### config.mk
export PLATFORM = sky130hd
export DESIGN_NAME = crtctv_timing
export DESIGN_NICKNAME = d
export VERILOG_FILES = /design/src/rtl/crtctv_pkg.sv /design/src/rtl/crtctv_timing.sv
export SDC_FILE = /design/constraint.sdc
export NUM_CORES = 1
export LEC_CHECK = 0
export BUFFER_PORTS_ARGS = -buffer_cell sky130_fd_sc_hd__buf_2
export CAP_MARGIN = 20
export CELL_PAD_IN_SITES_DETAIL_PLACEMENT = 2
export CELL_PAD_IN_SITES_GLOBAL_PLACEMENT = 2
export CORE_MARGIN = 10
export CORE_UTILIZATION = 35
export DETAILED_ROUTE_END_ITERATION = 8
export GPL_ROUTABILITY_DRIVEN = 0
export PLACE_DENSITY_LB_ADDON = 0.1
export SYNTH_ARGS = -nofsm -noshare
export SYNTH_HDL_FRONTEND = slang
export SYNTH_SLANG_ARGS = --single-unit
### constraint.sdc
create_clock -name clk_sys -period 4.62 [get_ports clk_sys]
set_input_delay 0.462 -clock clk_sys [delete_from_list [all_inputs] [get_ports clk_sys]]
set_output_delay 0.462 -clock clk_sys [all_outputs]
set_load 0.01 [all_outputs]
### src/rtl/crtctv_pkg.sv
package crtctv_pkg;

	// ---------------------------------------------------------------
	// register indices (crtc data port)
	// ---------------------------------------------------------------
	localparam logic [7:0] IDX_ILACE_RETRACE = 8'h31;
	localparam logic [7:0] IDX_TV_VDE_START  = 8'h32;
	localparam logic [7:0] IDX_TV_VDE_ENDHI  = 8'h33;
	localparam logic [7:0] IDX_TV_VDE_ENDLO  = 8'h34;
	localparam logic [7:0] IDX_VEXP_LO       = 8'h35;
	localparam logic [7:0] IDX_VEXP_HI       = 8'h36;
	localparam logic [7:0] IDX_EQ_CTRL       = 8'h38;
	localparam logic [7:0] IDX_SERR_CTRL     = 8'h39;
	localparam logic [7:0] IDX_FINE_TUNE     = 8'h3a;
	localparam logic [7:0] IDX_TEST_TWO      = 8'h3b;
	localparam logic [7:0] IDX_TEST_THREE    = 8'h3c;
	localparam logic [7:0] REG_RESET         = 8'h00;

	// ---------------------------------------------------------------
	// io ports (low 12 bits of the host io address)
	// ---------------------------------------------------------------
	localparam logic [11:0] PORT_IDX_MONO  = 12'h3b4;
	localparam logic [11:0] PORT_DATA_MONO = 12'h3b5;
	localparam logic [11:0] PORT_IDX_COLOR = 12'h3d4;
	localparam logic [11:0] PORT_DATA_COLOR = 12'h3d5;

	// ---------------------------------------------------------------
	// field positions
	// ---------------------------------------------------------------
	localparam int ILACE_TIME_BIT = 7;
	localparam int HBLANK_TOP_HI  = 6;
	localparam int HBLANK_TOP_LO  = 5;
	localparam int VBLANK_TOP_HI  = 4;
	localparam int VBLANK_TOP_LO  = 3;
	localparam int VDE_END_HI     = 2;
	localparam int CSYNC_SRC_BIT  = 7;
	localparam int EQW_HI         = 5;
	localparam int SERR_HI        = 5;
	localparam int HSDLY_HI       = 5;
	localparam int HSDLY_LO       = 3;
	localparam int CDOT_HI        = 2;
	localparam int DBG_SEL_HI     = 7;
	localparam int DBG_SEL_LO     = 6;
	localparam int BLANK_SEL_BIT  = 5;
	localparam int LC_IGNORE_BIT  = 4;
	localparam int DBG_TEST_HI    = 3;

	// ---------------------------------------------------------------
	// timing constants
	// ---------------------------------------------------------------
	localparam int          PULSE_UNIT   = 4;  // video clocks per unit
	localparam logic [2:0]  HSDLY_MAX    = 3'h5;
	localparam logic [2:0]  CDOT_MIN     = 3'h2;
	localparam logic [3:0]  FULL_CHAR    = 4'h8;

	typedef enum logic [1:0] {
		CRTCTV_EQ_IDLE = 2'b00,
		CRTCTV_EQ_PULSE = 2'b01,
		CRTCTV_EQ_GAP = 2'b10
	} crtctv_eq_t;

endpackage

### src/rtl/crtctv_timing.sv
// What this block does
// - in interlace, vertical retrace starts at char count from retrace reg
// - retrace position used only while interlace mode is enabled
// - tv vertical display enable asserts when line count equals start value
// - tv vertical display enable drops when line count equals 11-bit end
// - bit 7 of end-high reg enables interlace timing for double-scan
// - hblank end built from end-high 6:5 and std hblank end input bits 5:0
// - vblank end 10 bits from end-high 4:3 and crtc index 16
// - 10-bit expansion constant held; software sets expanded vertical size
// - text expansion repeats last row per constant bits 2:0 only
// - composite sync is hsync nor vsync, or equalizer output
// - serration pulse width is field times four video clocks
// - hsync delayed zero to five pixel clocks per delay field
// - short character clock holds two to seven dots
// - line is full 8-dot characters plus one short final character
// - blank select 0 sends inverse of active display, border ignored
// - blank select 1 sends crt blank, border where both inactive
// - line compare select 1 ignores line compare bits 9:8
// - test register selects debug bus; 4-bit field reserved
// - all registers in this group reset to zero
// - expansion without table uses constant registers as dda value
module crtctv_timing
	import crtctv_pkg::*;
#(
	parameter int HCNT_W = 8,
	parameter int VCNT_W = 11
) (
	input  wire logic              clk_sys,
	input  wire logic              rstn,
	// host io access
	input  wire logic [11:0]       io_addr,
	input  wire logic              io_wr,
	input  wire logic              io_rd,
	input  wire logic [7:0]        io_wdata,
	output logic      [7:0]        io_rdata,
	output logic                   io_hit,
	input  wire logic              misc_color_sel,
	// standard crtc and mode inputs
	input  wire logic              interlace_enable,
	input  wire logic [7:0]        crtc_hblank_end_std,
	input  wire logic [7:0]        crtc_vblank_end_std,
	input  wire logic [9:0]        crtc_line_compare_std,
	input  wire logic              vexpand_enable,
	input  wire logic              vexpand_table_sel,
	input  wire logic              text_mode,
	// timing inputs from main crtc counters
	input  wire logic [HCNT_W-1:0] char_count,
	input  wire logic              char_last,
	input  wire logic [VCNT_W-1:0] line_count,
	input  wire logic              hsync_in,
	input  wire logic              vsync_in,
	input  wire logic              crt_blank,
	input  wire logic              disp_en,
	input  wire logic [15:0]       debug_bus_a,
	input  wire logic [15:0]       debug_bus_b,
	input  wire logic [15:0]       debug_bus_c,
	input  wire logic [15:0]       debug_bus_d,
	// outputs
	output logic                   interlace_retrace_start,
	output logic                   interlace_timing_enable,
	output logic                   tv_vdisp_en,
	output logic [7:0]             hblank_end_value,
	output logic [9:0]             vblank_end_value,
	output logic [9:0]             dda_value,
	output logic [2:0]             text_row_repeat,
	output logic                   dda_from_constant,
	output logic                   csync_out,
	output logic                   hsync_out,
	output logic                   char_clk_en,
	output logic                   dac_blank,
	output logic                   border_sel,
	output logic [9:0]             line_compare_value,
	output logic [15:0]            debug_out
);

	// ---------------------------------------------------------------
	// register file
	// ---------------------------------------------------------------
	logic [7:0] idx_q;
	logic [7:0] ilace_q, vstart_q, endhi_q, endlo_q;
	logic [7:0] vexlo_q, vexhi_q, eq_q, serr_q, fine_q, test2_q, test3_q;
	logic       sel_idx, sel_data;

	// base follows the misc address select, like standard vga
	always_comb begin
		sel_idx  = misc_color_sel ? (io_addr == PORT_IDX_COLOR)
		                          : (io_addr == PORT_IDX_MONO);
		sel_data = misc_color_sel ? (io_addr == PORT_DATA_COLOR)
		                          : (io_addr == PORT_DATA_MONO);
	end

	// index latch then data access
	always_ff @(posedge clk_sys or negedge rstn) begin
		if (!rstn) begin
			idx_q <= REG_RESET;
		end else if (io_wr && sel_idx) begin
			idx_q <= io_wdata;
		end
	end

	// all extended registers clear at power-on
	always_ff @(posedge clk_sys or negedge rstn) begin
		if (!rstn) begin
			ilace_q  <= REG_RESET;
			vstart_q <= REG_RESET;
			endhi_q  <= REG_RESET;
			endlo_q  <= REG_RESET;
			vexlo_q  <= REG_RESET;
			vexhi_q  <= REG_RESET;
			eq_q     <= REG_RESET;
			serr_q   <= REG_RESET;
			fine_q   <= REG_RESET;
			test2_q  <= REG_RESET;
			test3_q  <= REG_RESET;
		end else if (io_wr && sel_data) begin
			case (idx_q)
				IDX_ILACE_RETRACE: ilace_q  <= io_wdata;
				IDX_TV_VDE_START:  vstart_q <= io_wdata;
				IDX_TV_VDE_ENDHI:  endhi_q  <= io_wdata;
				IDX_TV_VDE_ENDLO:  endlo_q  <= io_wdata;
				IDX_VEXP_LO:       vexlo_q  <= io_wdata;
				IDX_VEXP_HI:       vexhi_q  <= {6'h00, io_wdata[1:0]};
				IDX_EQ_CTRL:       eq_q     <= {io_wdata[7], 1'b0,
				                                io_wdata[5:0]};
				IDX_SERR_CTRL:     serr_q   <= {2'h0, io_wdata[5:0]};
				IDX_FINE_TUNE:     fine_q   <= {2'h0, io_wdata[5:0]};
				IDX_TEST_TWO:      test2_q  <= io_wdata;
				IDX_TEST_THREE:    test3_q  <= io_wdata;
				default: ;
			endcase
		end
	end

	// read mux; reserved bits were stored as zero
	always_comb begin
		io_hit = (io_rd || io_wr) && (sel_idx || sel_data);
		io_rdata = 8'h00;
		if (sel_idx) begin
			io_rdata = idx_q;
		end else if (sel_data) begin
			case (idx_q)
				IDX_ILACE_RETRACE: io_rdata = ilace_q;
				IDX_TV_VDE_START:  io_rdata = vstart_q;
				IDX_TV_VDE_ENDHI:  io_rdata = endhi_q;
				IDX_TV_VDE_ENDLO:  io_rdata = endlo_q;
				IDX_VEXP_LO:       io_rdata = vexlo_q;
				IDX_VEXP_HI:       io_rdata = vexhi_q;
				IDX_EQ_CTRL:       io_rdata = eq_q;
				IDX_SERR_CTRL:     io_rdata = serr_q;
				IDX_FINE_TUNE:     io_rdata = fine_q;
				IDX_TEST_TWO:      io_rdata = test2_q;
				IDX_TEST_THREE:    io_rdata = test3_q;
				default:           io_rdata = 8'h00;
			endcase
		end
	end

	// ---------------------------------------------------------------
	// combined values
	// ---------------------------------------------------------------
	logic [9:0] vexpand_constant;
	assign vexpand_constant = {vexhi_q[1:0], vexlo_q};
	assign interlace_timing_enable = endhi_q[ILACE_TIME_BIT];
	assign hblank_end_value = {endhi_q[HBLANK_TOP_HI:HBLANK_TOP_LO],
	                           crtc_hblank_end_std[5:0]};
	assign vblank_end_value = {endhi_q[VBLANK_TOP_HI:VBLANK_TOP_LO],
	                           crtc_vblank_end_std};
	// dda takes all 10 bits in either mode, text row repeat only 2:0
	assign dda_from_constant = vexpand_enable && !vexpand_table_sel;
	assign dda_value = dda_from_constant ? vexpand_constant : 10'h000;
	assign text_row_repeat = (text_mode && vexpand_enable)
	                         ? vexpand_constant[2:0] : 3'h0;
	assign line_compare_value = test3_q[LC_IGNORE_BIT]
	    ? {2'b00, crtc_line_compare_std[7:0]} : crtc_line_compare_std;

	// debug bus selection
	always_comb begin
		case (test3_q[DBG_SEL_HI:DBG_SEL_LO])
			2'b00:   debug_out = debug_bus_a;
			2'b01:   debug_out = debug_bus_b;
			2'b10:   debug_out = debug_bus_c;
			default: debug_out = debug_bus_d;
		endcase
	end

	// ---------------------------------------------------------------
	// interlace retrace and tv display enable
	// ---------------------------------------------------------------
	// retrace point only matters with interlace on
	always_ff @(posedge clk_sys or negedge rstn) begin
		if (!rstn) begin
			interlace_retrace_start <= 1'b0;
		end else begin
			interlace_retrace_start <= interlace_enable
			    && (char_count == HCNT_W'(ilace_q));
		end
	end

	// start compare wins would be ambiguous; end takes priority
	always_ff @(posedge clk_sys or negedge rstn) begin
		if (!rstn) begin
			tv_vdisp_en <= 1'b0;
		end else if (line_count ==
		             VCNT_W'({endhi_q[VDE_END_HI:0], endlo_q})) begin
			tv_vdisp_en <= 1'b0;
		end else if (line_count == VCNT_W'(vstart_q)) begin
			tv_vdisp_en <= 1'b1;
		end
	end

	// ---------------------------------------------------------------
	// character clock: 8-dot chars, last one short
	// ---------------------------------------------------------------
	logic [3:0] dot_q;
	logic [3:0] char_dots;
	// codes below two are treated as a normal 8-dot line
	assign char_dots = (char_last && fine_q[CDOT_HI:0] >= CDOT_MIN)
	                   ? {1'b0, fine_q[CDOT_HI:0]} : FULL_CHAR;
	always_ff @(posedge clk_sys or negedge rstn) begin
		if (!rstn) begin
			dot_q <= 4'h0;
		end else if (dot_q + 4'h1 >= char_dots) begin
			dot_q <= 4'h0;
		end else begin
			dot_q <= dot_q + 4'h1;
		end
	end
	assign char_clk_en = (dot_q + 4'h1 >= char_dots);

	// ---------------------------------------------------------------
	// hsync delay line
	// ---------------------------------------------------------------
	logic [5:0] hs_pipe_q;
	logic [2:0] hs_dly;
	assign hs_dly = (fine_q[HSDLY_HI:HSDLY_LO] > HSDLY_MAX)
	                ? HSDLY_MAX : fine_q[HSDLY_HI:HSDLY_LO];
	always_ff @(posedge clk_sys or negedge rstn) begin
		if (!rstn) begin
			hs_pipe_q <= 6'h00;
		end else begin
			hs_pipe_q <= {hs_pipe_q[4:0], hsync_in};
		end
	end
	// tap zero is the input itself, so zero means no delay
	always_comb begin
		if (hs_dly == 3'h0) begin
			hsync_out = hsync_in;
		end else begin
			hsync_out = hs_pipe_q[hs_dly - 3'h1];
		end
	end

	// ---------------------------------------------------------------
	// equalizer / serration state machine
	// ---------------------------------------------------------------
	crtctv_eq_t eq_state_q;
	logic [7:0] eq_cnt_q;
	logic       hs_prev_q;
	logic [7:0] eq_len, serr_len;
	// width fields count in units of four video clocks
	assign eq_len   = 8'(eq_q[EQW_HI:0] * PULSE_UNIT);
	assign serr_len = 8'(serr_q[SERR_HI:0] * PULSE_UNIT);
	always_ff @(posedge clk_sys or negedge rstn) begin
		if (!rstn) begin
			hs_prev_q <= 1'b0;
		end else begin
			hs_prev_q <= hsync_in;
		end
	end
	// pulse per hsync edge; serration width inside vsync
	always_ff @(posedge clk_sys or negedge rstn) begin
		if (!rstn) begin
			eq_state_q <= CRTCTV_EQ_IDLE;
			eq_cnt_q   <= 8'h00;
		end else begin
			case (eq_state_q)
				CRTCTV_EQ_IDLE: begin
					if (hsync_in && !hs_prev_q) begin
						eq_state_q <= CRTCTV_EQ_PULSE;
						eq_cnt_q   <= vsync_in ? serr_len : eq_len;
					end
				end
				CRTCTV_EQ_PULSE: begin
					if (eq_cnt_q <= 8'h01) begin
						eq_state_q <= CRTCTV_EQ_GAP;
						eq_cnt_q   <= 8'h00;
					end else begin
						eq_cnt_q <= eq_cnt_q - 8'h01;
					end
				end
				CRTCTV_EQ_GAP: begin
					if (!hsync_in) begin
						eq_state_q <= CRTCTV_EQ_IDLE;
					end
				end
				default: eq_state_q <= CRTCTV_EQ_IDLE;
			endcase
		end
	end

	// composite sync is active low
	always_ff @(posedge clk_sys or negedge rstn) begin
		if (!rstn) begin
			csync_out <= 1'b1;
		end else if (eq_q[CSYNC_SRC_BIT]) begin
			csync_out <= !(eq_state_q == CRTCTV_EQ_PULSE);
		end else begin
			csync_out <= !(hsync_in || vsync_in);
		end
	end

	// ---------------------------------------------------------------
	// ramdac blank and border
	// ---------------------------------------------------------------
	always_ff @(posedge clk_sys or negedge rstn) begin
		if (!rstn) begin
			dac_blank  <= 1'b1;
			border_sel <= 1'b0;
		end else if (test3_q[BLANK_SEL_BIT]) begin
			dac_blank  <= crt_blank;
			border_sel <= !crt_blank && !disp_en;
		end else begin
			dac_blank  <= !disp_en;
			border_sel <= 1'b0;
		end
	end

	// ---------------------------------------------------------------
	// checks
	// ---------------------------------------------------------------
	a_retrace_gate: assert property (
		@(posedge clk_sys) disable iff (!rstn)
		!$past(interlace_enable) |-> !interlace_retrace_start)
		else $error("retrace pulse without interlace");
	a_retrace_pos: assert property (
		@(posedge clk_sys) disable iff (!rstn)
		interlace_enable && char_count == HCNT_W'(ilace_q)
		&& $stable(ilace_q) |=> interlace_retrace_start)
		else $error("retrace pulse missing");
	a_tv_end: assert property (
		@(posedge clk_sys) disable iff (!rstn)
		line_count == VCNT_W'({endhi_q[2:0], endlo_q})
		|=> !tv_vdisp_en)
		else $error("tv enable not dropped");
	a_tv_start: assert property (
		@(posedge clk_sys) disable iff (!rstn)
		line_count == VCNT_W'(vstart_q) && line_count !=
		VCNT_W'({endhi_q[2:0], endlo_q}) |=> tv_vdisp_en)
		else $error("tv enable not raised");
	a_csync_nor: assert property (
		@(posedge clk_sys) disable iff (!rstn)
		!eq_q[7] && (hsync_in || vsync_in) && $stable(eq_q)
		|=> !csync_out)
		else $error("csync not nor of syncs");
	a_hs_delay1: assert property (
		@(posedge clk_sys) disable iff (!rstn)
		fine_q[5:3] == 3'h1 && $stable(fine_q)
		|-> hsync_out == $past(hsync_in))
		else $error("hsync delay one wrong");
	a_hs_nodelay: assert property (
		@(posedge clk_sys) disable iff (!rstn)
		fine_q[5:3] == 3'h0 |-> hsync_out == hsync_in)
		else $error("hsync delay zero wrong");
	a_blank_inv: assert property (
		@(posedge clk_sys) disable iff (!rstn)
		!test3_q[5] && $stable(test3_q) |=> dac_blank == !$past(disp_en)
		&& !border_sel)
		else $error("blank not inverse display");
	a_blank_crt: assert property (
		@(posedge clk_sys) disable iff (!rstn)
		test3_q[5] && $stable(test3_q) |=> dac_blank == $past(crt_blank))
		else $error("blank not crt blank");
	a_lc_mask: assert property (
		@(posedge clk_sys) disable iff (!rstn)
		test3_q[4] |-> line_compare_value[9:8] == 2'b00)
		else $error("line compare high not ignored");
	// a short final character may follow a full one, so it is exempt
	a_char_full: assert property (
		@(posedge clk_sys) disable iff (!rstn)
		char_clk_en && !char_last |=> (!char_clk_en || char_last) [*7])
		else $error("full character not eight dots");
	c_short_char: cover property (@(posedge clk_sys) disable iff (!rstn)
		char_last && char_clk_en && fine_q[2:0] == 3'h6);
	c_tv_window: cover property (@(posedge clk_sys) disable iff (!rstn)
		$rose(tv_vdisp_en) ##[1:1000] $fell(tv_vdisp_en));
	c_eq_pulse: cover property (@(posedge clk_sys) disable iff (!rstn)
		eq_q[7] && $fell(csync_out));
	c_border: cover property (@(posedge clk_sys) disable iff (!rstn)
		border_sel);

endmodule // crtctv_timing

======== After elaboration in Yosys (flattened, before gate mapping) ========
Index checks and enable logic that the tools add are counted.
storage, ports and cells
  memory bits (writable) .................. 0
  memories kept ........................... 0
  input port bits ......................... 143
  ROM bits ................................ 0
  register bits ........................... 111
  bits in latches ......................... 0
operators by class
  equality and inequality tests ........... 25
  multiplexer cells ....................... 28
  add/subtract/negate cells ............... 3
  magnitude comparators ................... 5
  bitwise gates (word level) .............. 0
  $mul .................................... 0
  reductions and logical operators ........ 36
  shift operators ......................... 0
  div/mod/pow operators ................... 0
operator list
  kind                  count
  $eq 8x6->1 const B    11
  $pmux 8 s11           1
  $eq 12x10->1 const B  4
  $pmux 16 s3           1
  $mux 8                5
  $reduce_and 2->1      12
  $mux 10               2
  $pmux 8 s2            1
  $eq 11x11->1          1
  $eq 11x8->1           1
  $logic_and 1x1->1     9
  $mux 1                9
  $eq 8x8->1            1
  $le 8x1->1 const B    1
  $mux 4                2
  $sub 8x1->8 const B   1
  $logic_not 1->1       6
  $mux 2                3
  $mux 3                2
  $ne 2x2->1 const B    3
  $pmux 2 s3            1
  $add 4x1->4 const B   1
  $eq 2x1->1 const B    2
  $eq 2x2->1 const B    2
  other kinds (11)      15

======== Depth between registers and ports, before layout ========
  depth after elaboration ................. 6
  gate-level depth with buffers ........... 8
  depth with buffers taken out ............ 8

======== Least setup slack after synthesis ========
No wires, ideal clock.
  path kind ............................... reg-to-output
  start point ............................. reg fine_q[5]
  end point ............................... out hsync_out
  setup slack ............................. 2.345 ns
  stages on the path, launching flop included .. 8
  path buffers ............................ 1
  data arrival time ....................... 1.813 ns
  data required time ...................... 4.158 ns
  path through ............................ dfrtp_1 -> clkbuf_1 -> a21oi_1 -> ha_1 -> mux4_2 -> nor4b_1 -> a31oi_1 -> nand2_1
on the way
  cells in the longest elaborated chain, start to end .. 6
ends and longest elaborated chain
  element                       line                  RTL
  start, declared               crtctv_timing.sv:81   logic [7:0] vexlo_q, vexhi_q, eq_q, serr_q, fine_q, test2_q, test3_q;
  start signal, assigned        crtctv_timing.sv:126  IDX_FINE_TUNE: fine_q <= {2'h0, io_wdata[5:0]};
  $gt 3x3->1                    crtctv_timing.sv:235  assign hs_dly = (fine_q[HSDLY_HI:HSDLY_LO] > HSDLY_MAX)
  $mux 3 (*)                    crtctv_timing.sv:236  ? HSDLY_MAX : fine_q[HSDLY_HI:HSDLY_LO];
  $sub 3x1->3                   crtctv_timing.sv:249  hsync_out = hs_pipe_q[hs_dly - 3'h1];
  $bmux 1 s3                    crtctv_timing.sv:249
  $mux 1 (implied by the code)  crtctv_timing.sv:249
  $mux 1 (*)                    crtctv_timing.sv:246  if (hs_dly == 3'h0) begin
  end, declared                 crtctv_timing.sv:68   output logic hsync_out,
Mark *: on every way between the ends. The rest lies on a longest branch, timed or not. The select of a mux whose other input is x is not followed.

======== Final worst setup path ========
  start point ............................. reg idx_q[6]
  end point ............................... out io_rdata[2]
on the way
  cells in the longest elaborated chain, start to end .. 4
ends and longest elaborated chain
  element                 line                  RTL
  start, declared         crtctv_timing.sv:79   logic [7:0] idx_q;
  start signal, assigned  crtctv_timing.sv:97   idx_q <= io_wdata;
  $eq 8x6->1              crtctv_timing.sv:141  case (idx_q)
  $pmux 8 s11 (*)         crtctv_timing.sv:141
  $mux 8 (*)              crtctv_timing.sv:140  end else if (sel_data) begin
  $mux 8 (*)              crtctv_timing.sv:138  if (sel_idx) begin
  end, declared           crtctv_timing.sv:35   output logic [7:0] io_rdata,
Mark *: on every way between the ends. The rest lies on a longest branch, timed or not.

==> flow_summary.json <==
{
  "r2r_start": "idx_q[2]",
  "firstDrtPassIters": 4,
  "post-cts-setup-buffers": 0,
  "synth_top_flop_cell": "dfrtp_1",
  "timing.final.ws_setup_ns": 1.05,
  "dieArea_mm2": 0.0249,
  "grt_use_total_pct": 19.6,
  "hold_viol": 0,
  "post-route-period-util_pct": 77.4,
  "powerDensity_mw_per_mm2": 308,
  "port_buffers": 171,
  "holdBufCountCts": 0,
  "drc": 0,
  "n_antenna_cell": 0,
  "place_inst": 922,
  "dp_slack_ns": 1.46,
  "core_mm2": 0.0187,
  "slew_headroom_pct": 30.6,
  "areaGrowthSynthToFinish_pct": 17.1,
  "synth-edff-count": 0,
  "worstPathArrival_ns": 3.11,
  "cts_tree": "yes",
  "synthArstFlopShare_pct": 100,
  "max_stage_delay_ns": 0.92,
  "syn_area_mm2": 0.00663,
  "nFillCells": 1962,
  "totalWireLength_mm": 24.3,
  "die_w_um": 158,
  "worstHoldPathType": "in -> async",
  "status": "finished clean",
  "drt_iter0_markers": 251,
  "clkSinkCount": 110,
  "syn_avg_cell_area_um2": 11.6,
  "grt_setup_unrepaired": "no",
  "grt_first_pass_wirelength_mm": 37.4,
  "final_common_cell": "buf_2",
  "post_cts_resized": 0,
  "critPathKind": "reg -> out",
  "viasPerCell": 5.64,
  "yosysSeqAreaShare_pct": 41.5,
  "cp_max_fo": 13,
  "cap_viol_max_count": 0,
  "die_height_um": 158,
  "overflow": 0,
  "yosysUniqueCellTypes": 66,
  "tightest_slew_ns": 1.04,
  "worst_setup_path_end_kind": "output port",
  "critPathLaunch": "idx_q[6]",
  "grt_max_degree": 76,
  "cts_root_buf": "clkbuf_16",
  "syn-num-nets": 724,
  "worst-path-buf-inv": 1,
  "path_clk_slew_ns": 0.08,
  "antenna_found_initial": 1,
  "crit_chain": "nand4bb_1 > nor4_1 > a221oi_1 > a21oi_1 > a21o_1 > buf_2",
  "drive_gt1_share_pct": 44.7,
  "p_leak_nw": 3.82,
  "whs_ns": 0.246,
  "synth.ff_latch_count": 110,
  "setup_tns_ns": 0,
  "clk_latency_ns": 0.36,
  "htree_levels": 3,
  "setup-violations-final": 0,
  "maxSlewViolCount": 0,
  "syn_inst": 572,
  "clockBufferDepth": 2,
  "stdcell_count": 938,
  "cts_inserted_buffers": 9,
  "worstPathRequired_ns": 4.16,
  "skew_ns": 0.0111,
  "finalCriticalPeriod_ns": 3.57,
  "drtAntennaViolNets": 0,
  "boundaryPins": 218,
  "ys.warnings.count": 0,
  "num_rows": 50,
  "dp_hpwl_mm": 18.9,
  "via_count": 5290,
  "peakVddDrop_mv": 0.213,
  "grt_pass1_vias": 6020,
  "wire_per_inst_um": 26.0,
  "final_cell_mix": "buf_2, dfrtp_1, mux2_2, xor2_1, nand2_1",
  "start_util_pct": 35.5,
  "cp_slowest_cell": "nor4_1",
  "critPathLaunchType": "register",
  "cp_top_family": "simple AND/OR/NAND/NOR gates",
  "timing.fmax_ghz": 0.280,
  "nNetsFinal": 852
}
[synthesized netlist by cell type (all sizes together), types with 2 or more instances]
cell type | instances | area, um^2
dfrtp | 108 | 2700
mux2 | 91 | 1020
buf | 40 | 268
xor2 | 28 | 245
nor3 | 26 | 231
nand2 | 24 | 90.1
clkbuf | 20 | 75.1
mux4 | 19 | 428
mux2i | 18 | 180
nor2 | 17 | 63.8
o21ai | 15 | 75.1
and2 | 13 | 81.3
inv | 13 | 48.8
nor4 | 10 | 77.6
a31oi | 9 | 56.3
ha | 9 | 113
nor2b | 9 | 56.3
a21oi | 7 | 35.0
a22o | 7 | 61.3
nand3 | 7 | 35.0
a21o | 6 | 45.0
and3 | 6 | 37.5
nand2b | 5 | 31.3
a211oi | 4 | 30.0
a221oi | 4 | 35.0
a22oi | 4 | 30.0
nor3b | 4 | 30.0
o22ai | 4 | 25.0
o32ai | 4 | 35.0
nand3b | 3 | 22.5
nand4 | 3 | 18.8
o2bb2ai | 3 | 26.3
and3b | 2 | 17.5
and4bb | 2 | 25.0
dfstp | 2 | 52.6
o2111ai | 2 | 23.8
o31ai | 2 | 15.0
or3 | 2 | 12.5
xnor2 | 2 | 17.5
[report_power, final]
group | total [mW] | internal [mW] | switching [mW]
clock network | 0.754 | 0.368 | 0.387
logic | 0.556 | 0.236 | 0.320
registers | 1.08 | 1.02 | 0.0615
total | 2.39 | 1.62 | 0.769
[through the flow]
stage                     power [mW]  area [um^2]  util, %
after floorplan                 1.45         6630        -
after global placement          1.62         7480     40.0
after detailed placement        1.66         7480     40.0
after CTS                       2.44         7750     41.4
after global routing            2.55         7770     41.5
final                           2.39         7770     41.5
[cell families (layout without fill, tap and decap cells)]
family	count (synthesis)	count (layout)	share of synthesized area, %
muxes	128	128	24.6
xor gates and xnor gates	30	30	3.96
DFF	110	110	41.5
adders and majority gates	10	10	1.85
buffers and inverters	73	205	5.90
and+or+nand+nor	140	140	13.4
AOI/OAI and AO/OA	81	81	8.71
[routing by layer]
layer  wire, um  global-route usage, %
met4        546                   6.06
met5          0                      0
met1      10100                   23.9
met2      12000                   33.3
met3       1690                   5.05
[worst paths after layout]
check	end	slack [ns]	cells after the start
max in group asynchronous	dac_blank	3.28	2
min in group clk_sys	dac_blank	0.28	2
setup reg to reg	endlo_q[7]	1.86	4
setup / recovery	io_rdata[2]	1.05	6
hold / removal	dot_q[0]	0.25	1
hold reg to reg	hs_pipe_q[2]	0.38	0
[state kept, by name (all words and copies together), names as in the netlist, 2 cells and up]
| signal | flops |
|---|---|
| test2_q | 8 |
| eq_q | 7 |
| ilace_q | 8 |
| hs_pipe_q | 6 |
| fine_q | 6 |
| vexhi_q | 2 |
| vstart_q | 8 |
| serr_q | 6 |
| test3_q | 8 |
| endhi_q | 8 |
| vexlo_q | 8 |
| eq_state_q | 2 |
| eq_cnt_q | 8 |
| idx_q | 8 |
| endlo_q | 8 |
| dot_q | 4 |
[cell type report]
cell class	count	area [um^2]	area share, %
inverters	13	48.8	0.628
flip-flops and latches	110	2760	35.5
well taps	234	293	3.77
clock buffers	9	225	2.90
multi-input cells	389	3490	44.9
repair buffers	177	911	11.7
clock inverters	6	46.3	0.596
No activity file was read; power rests on OpenSTA's default activity.
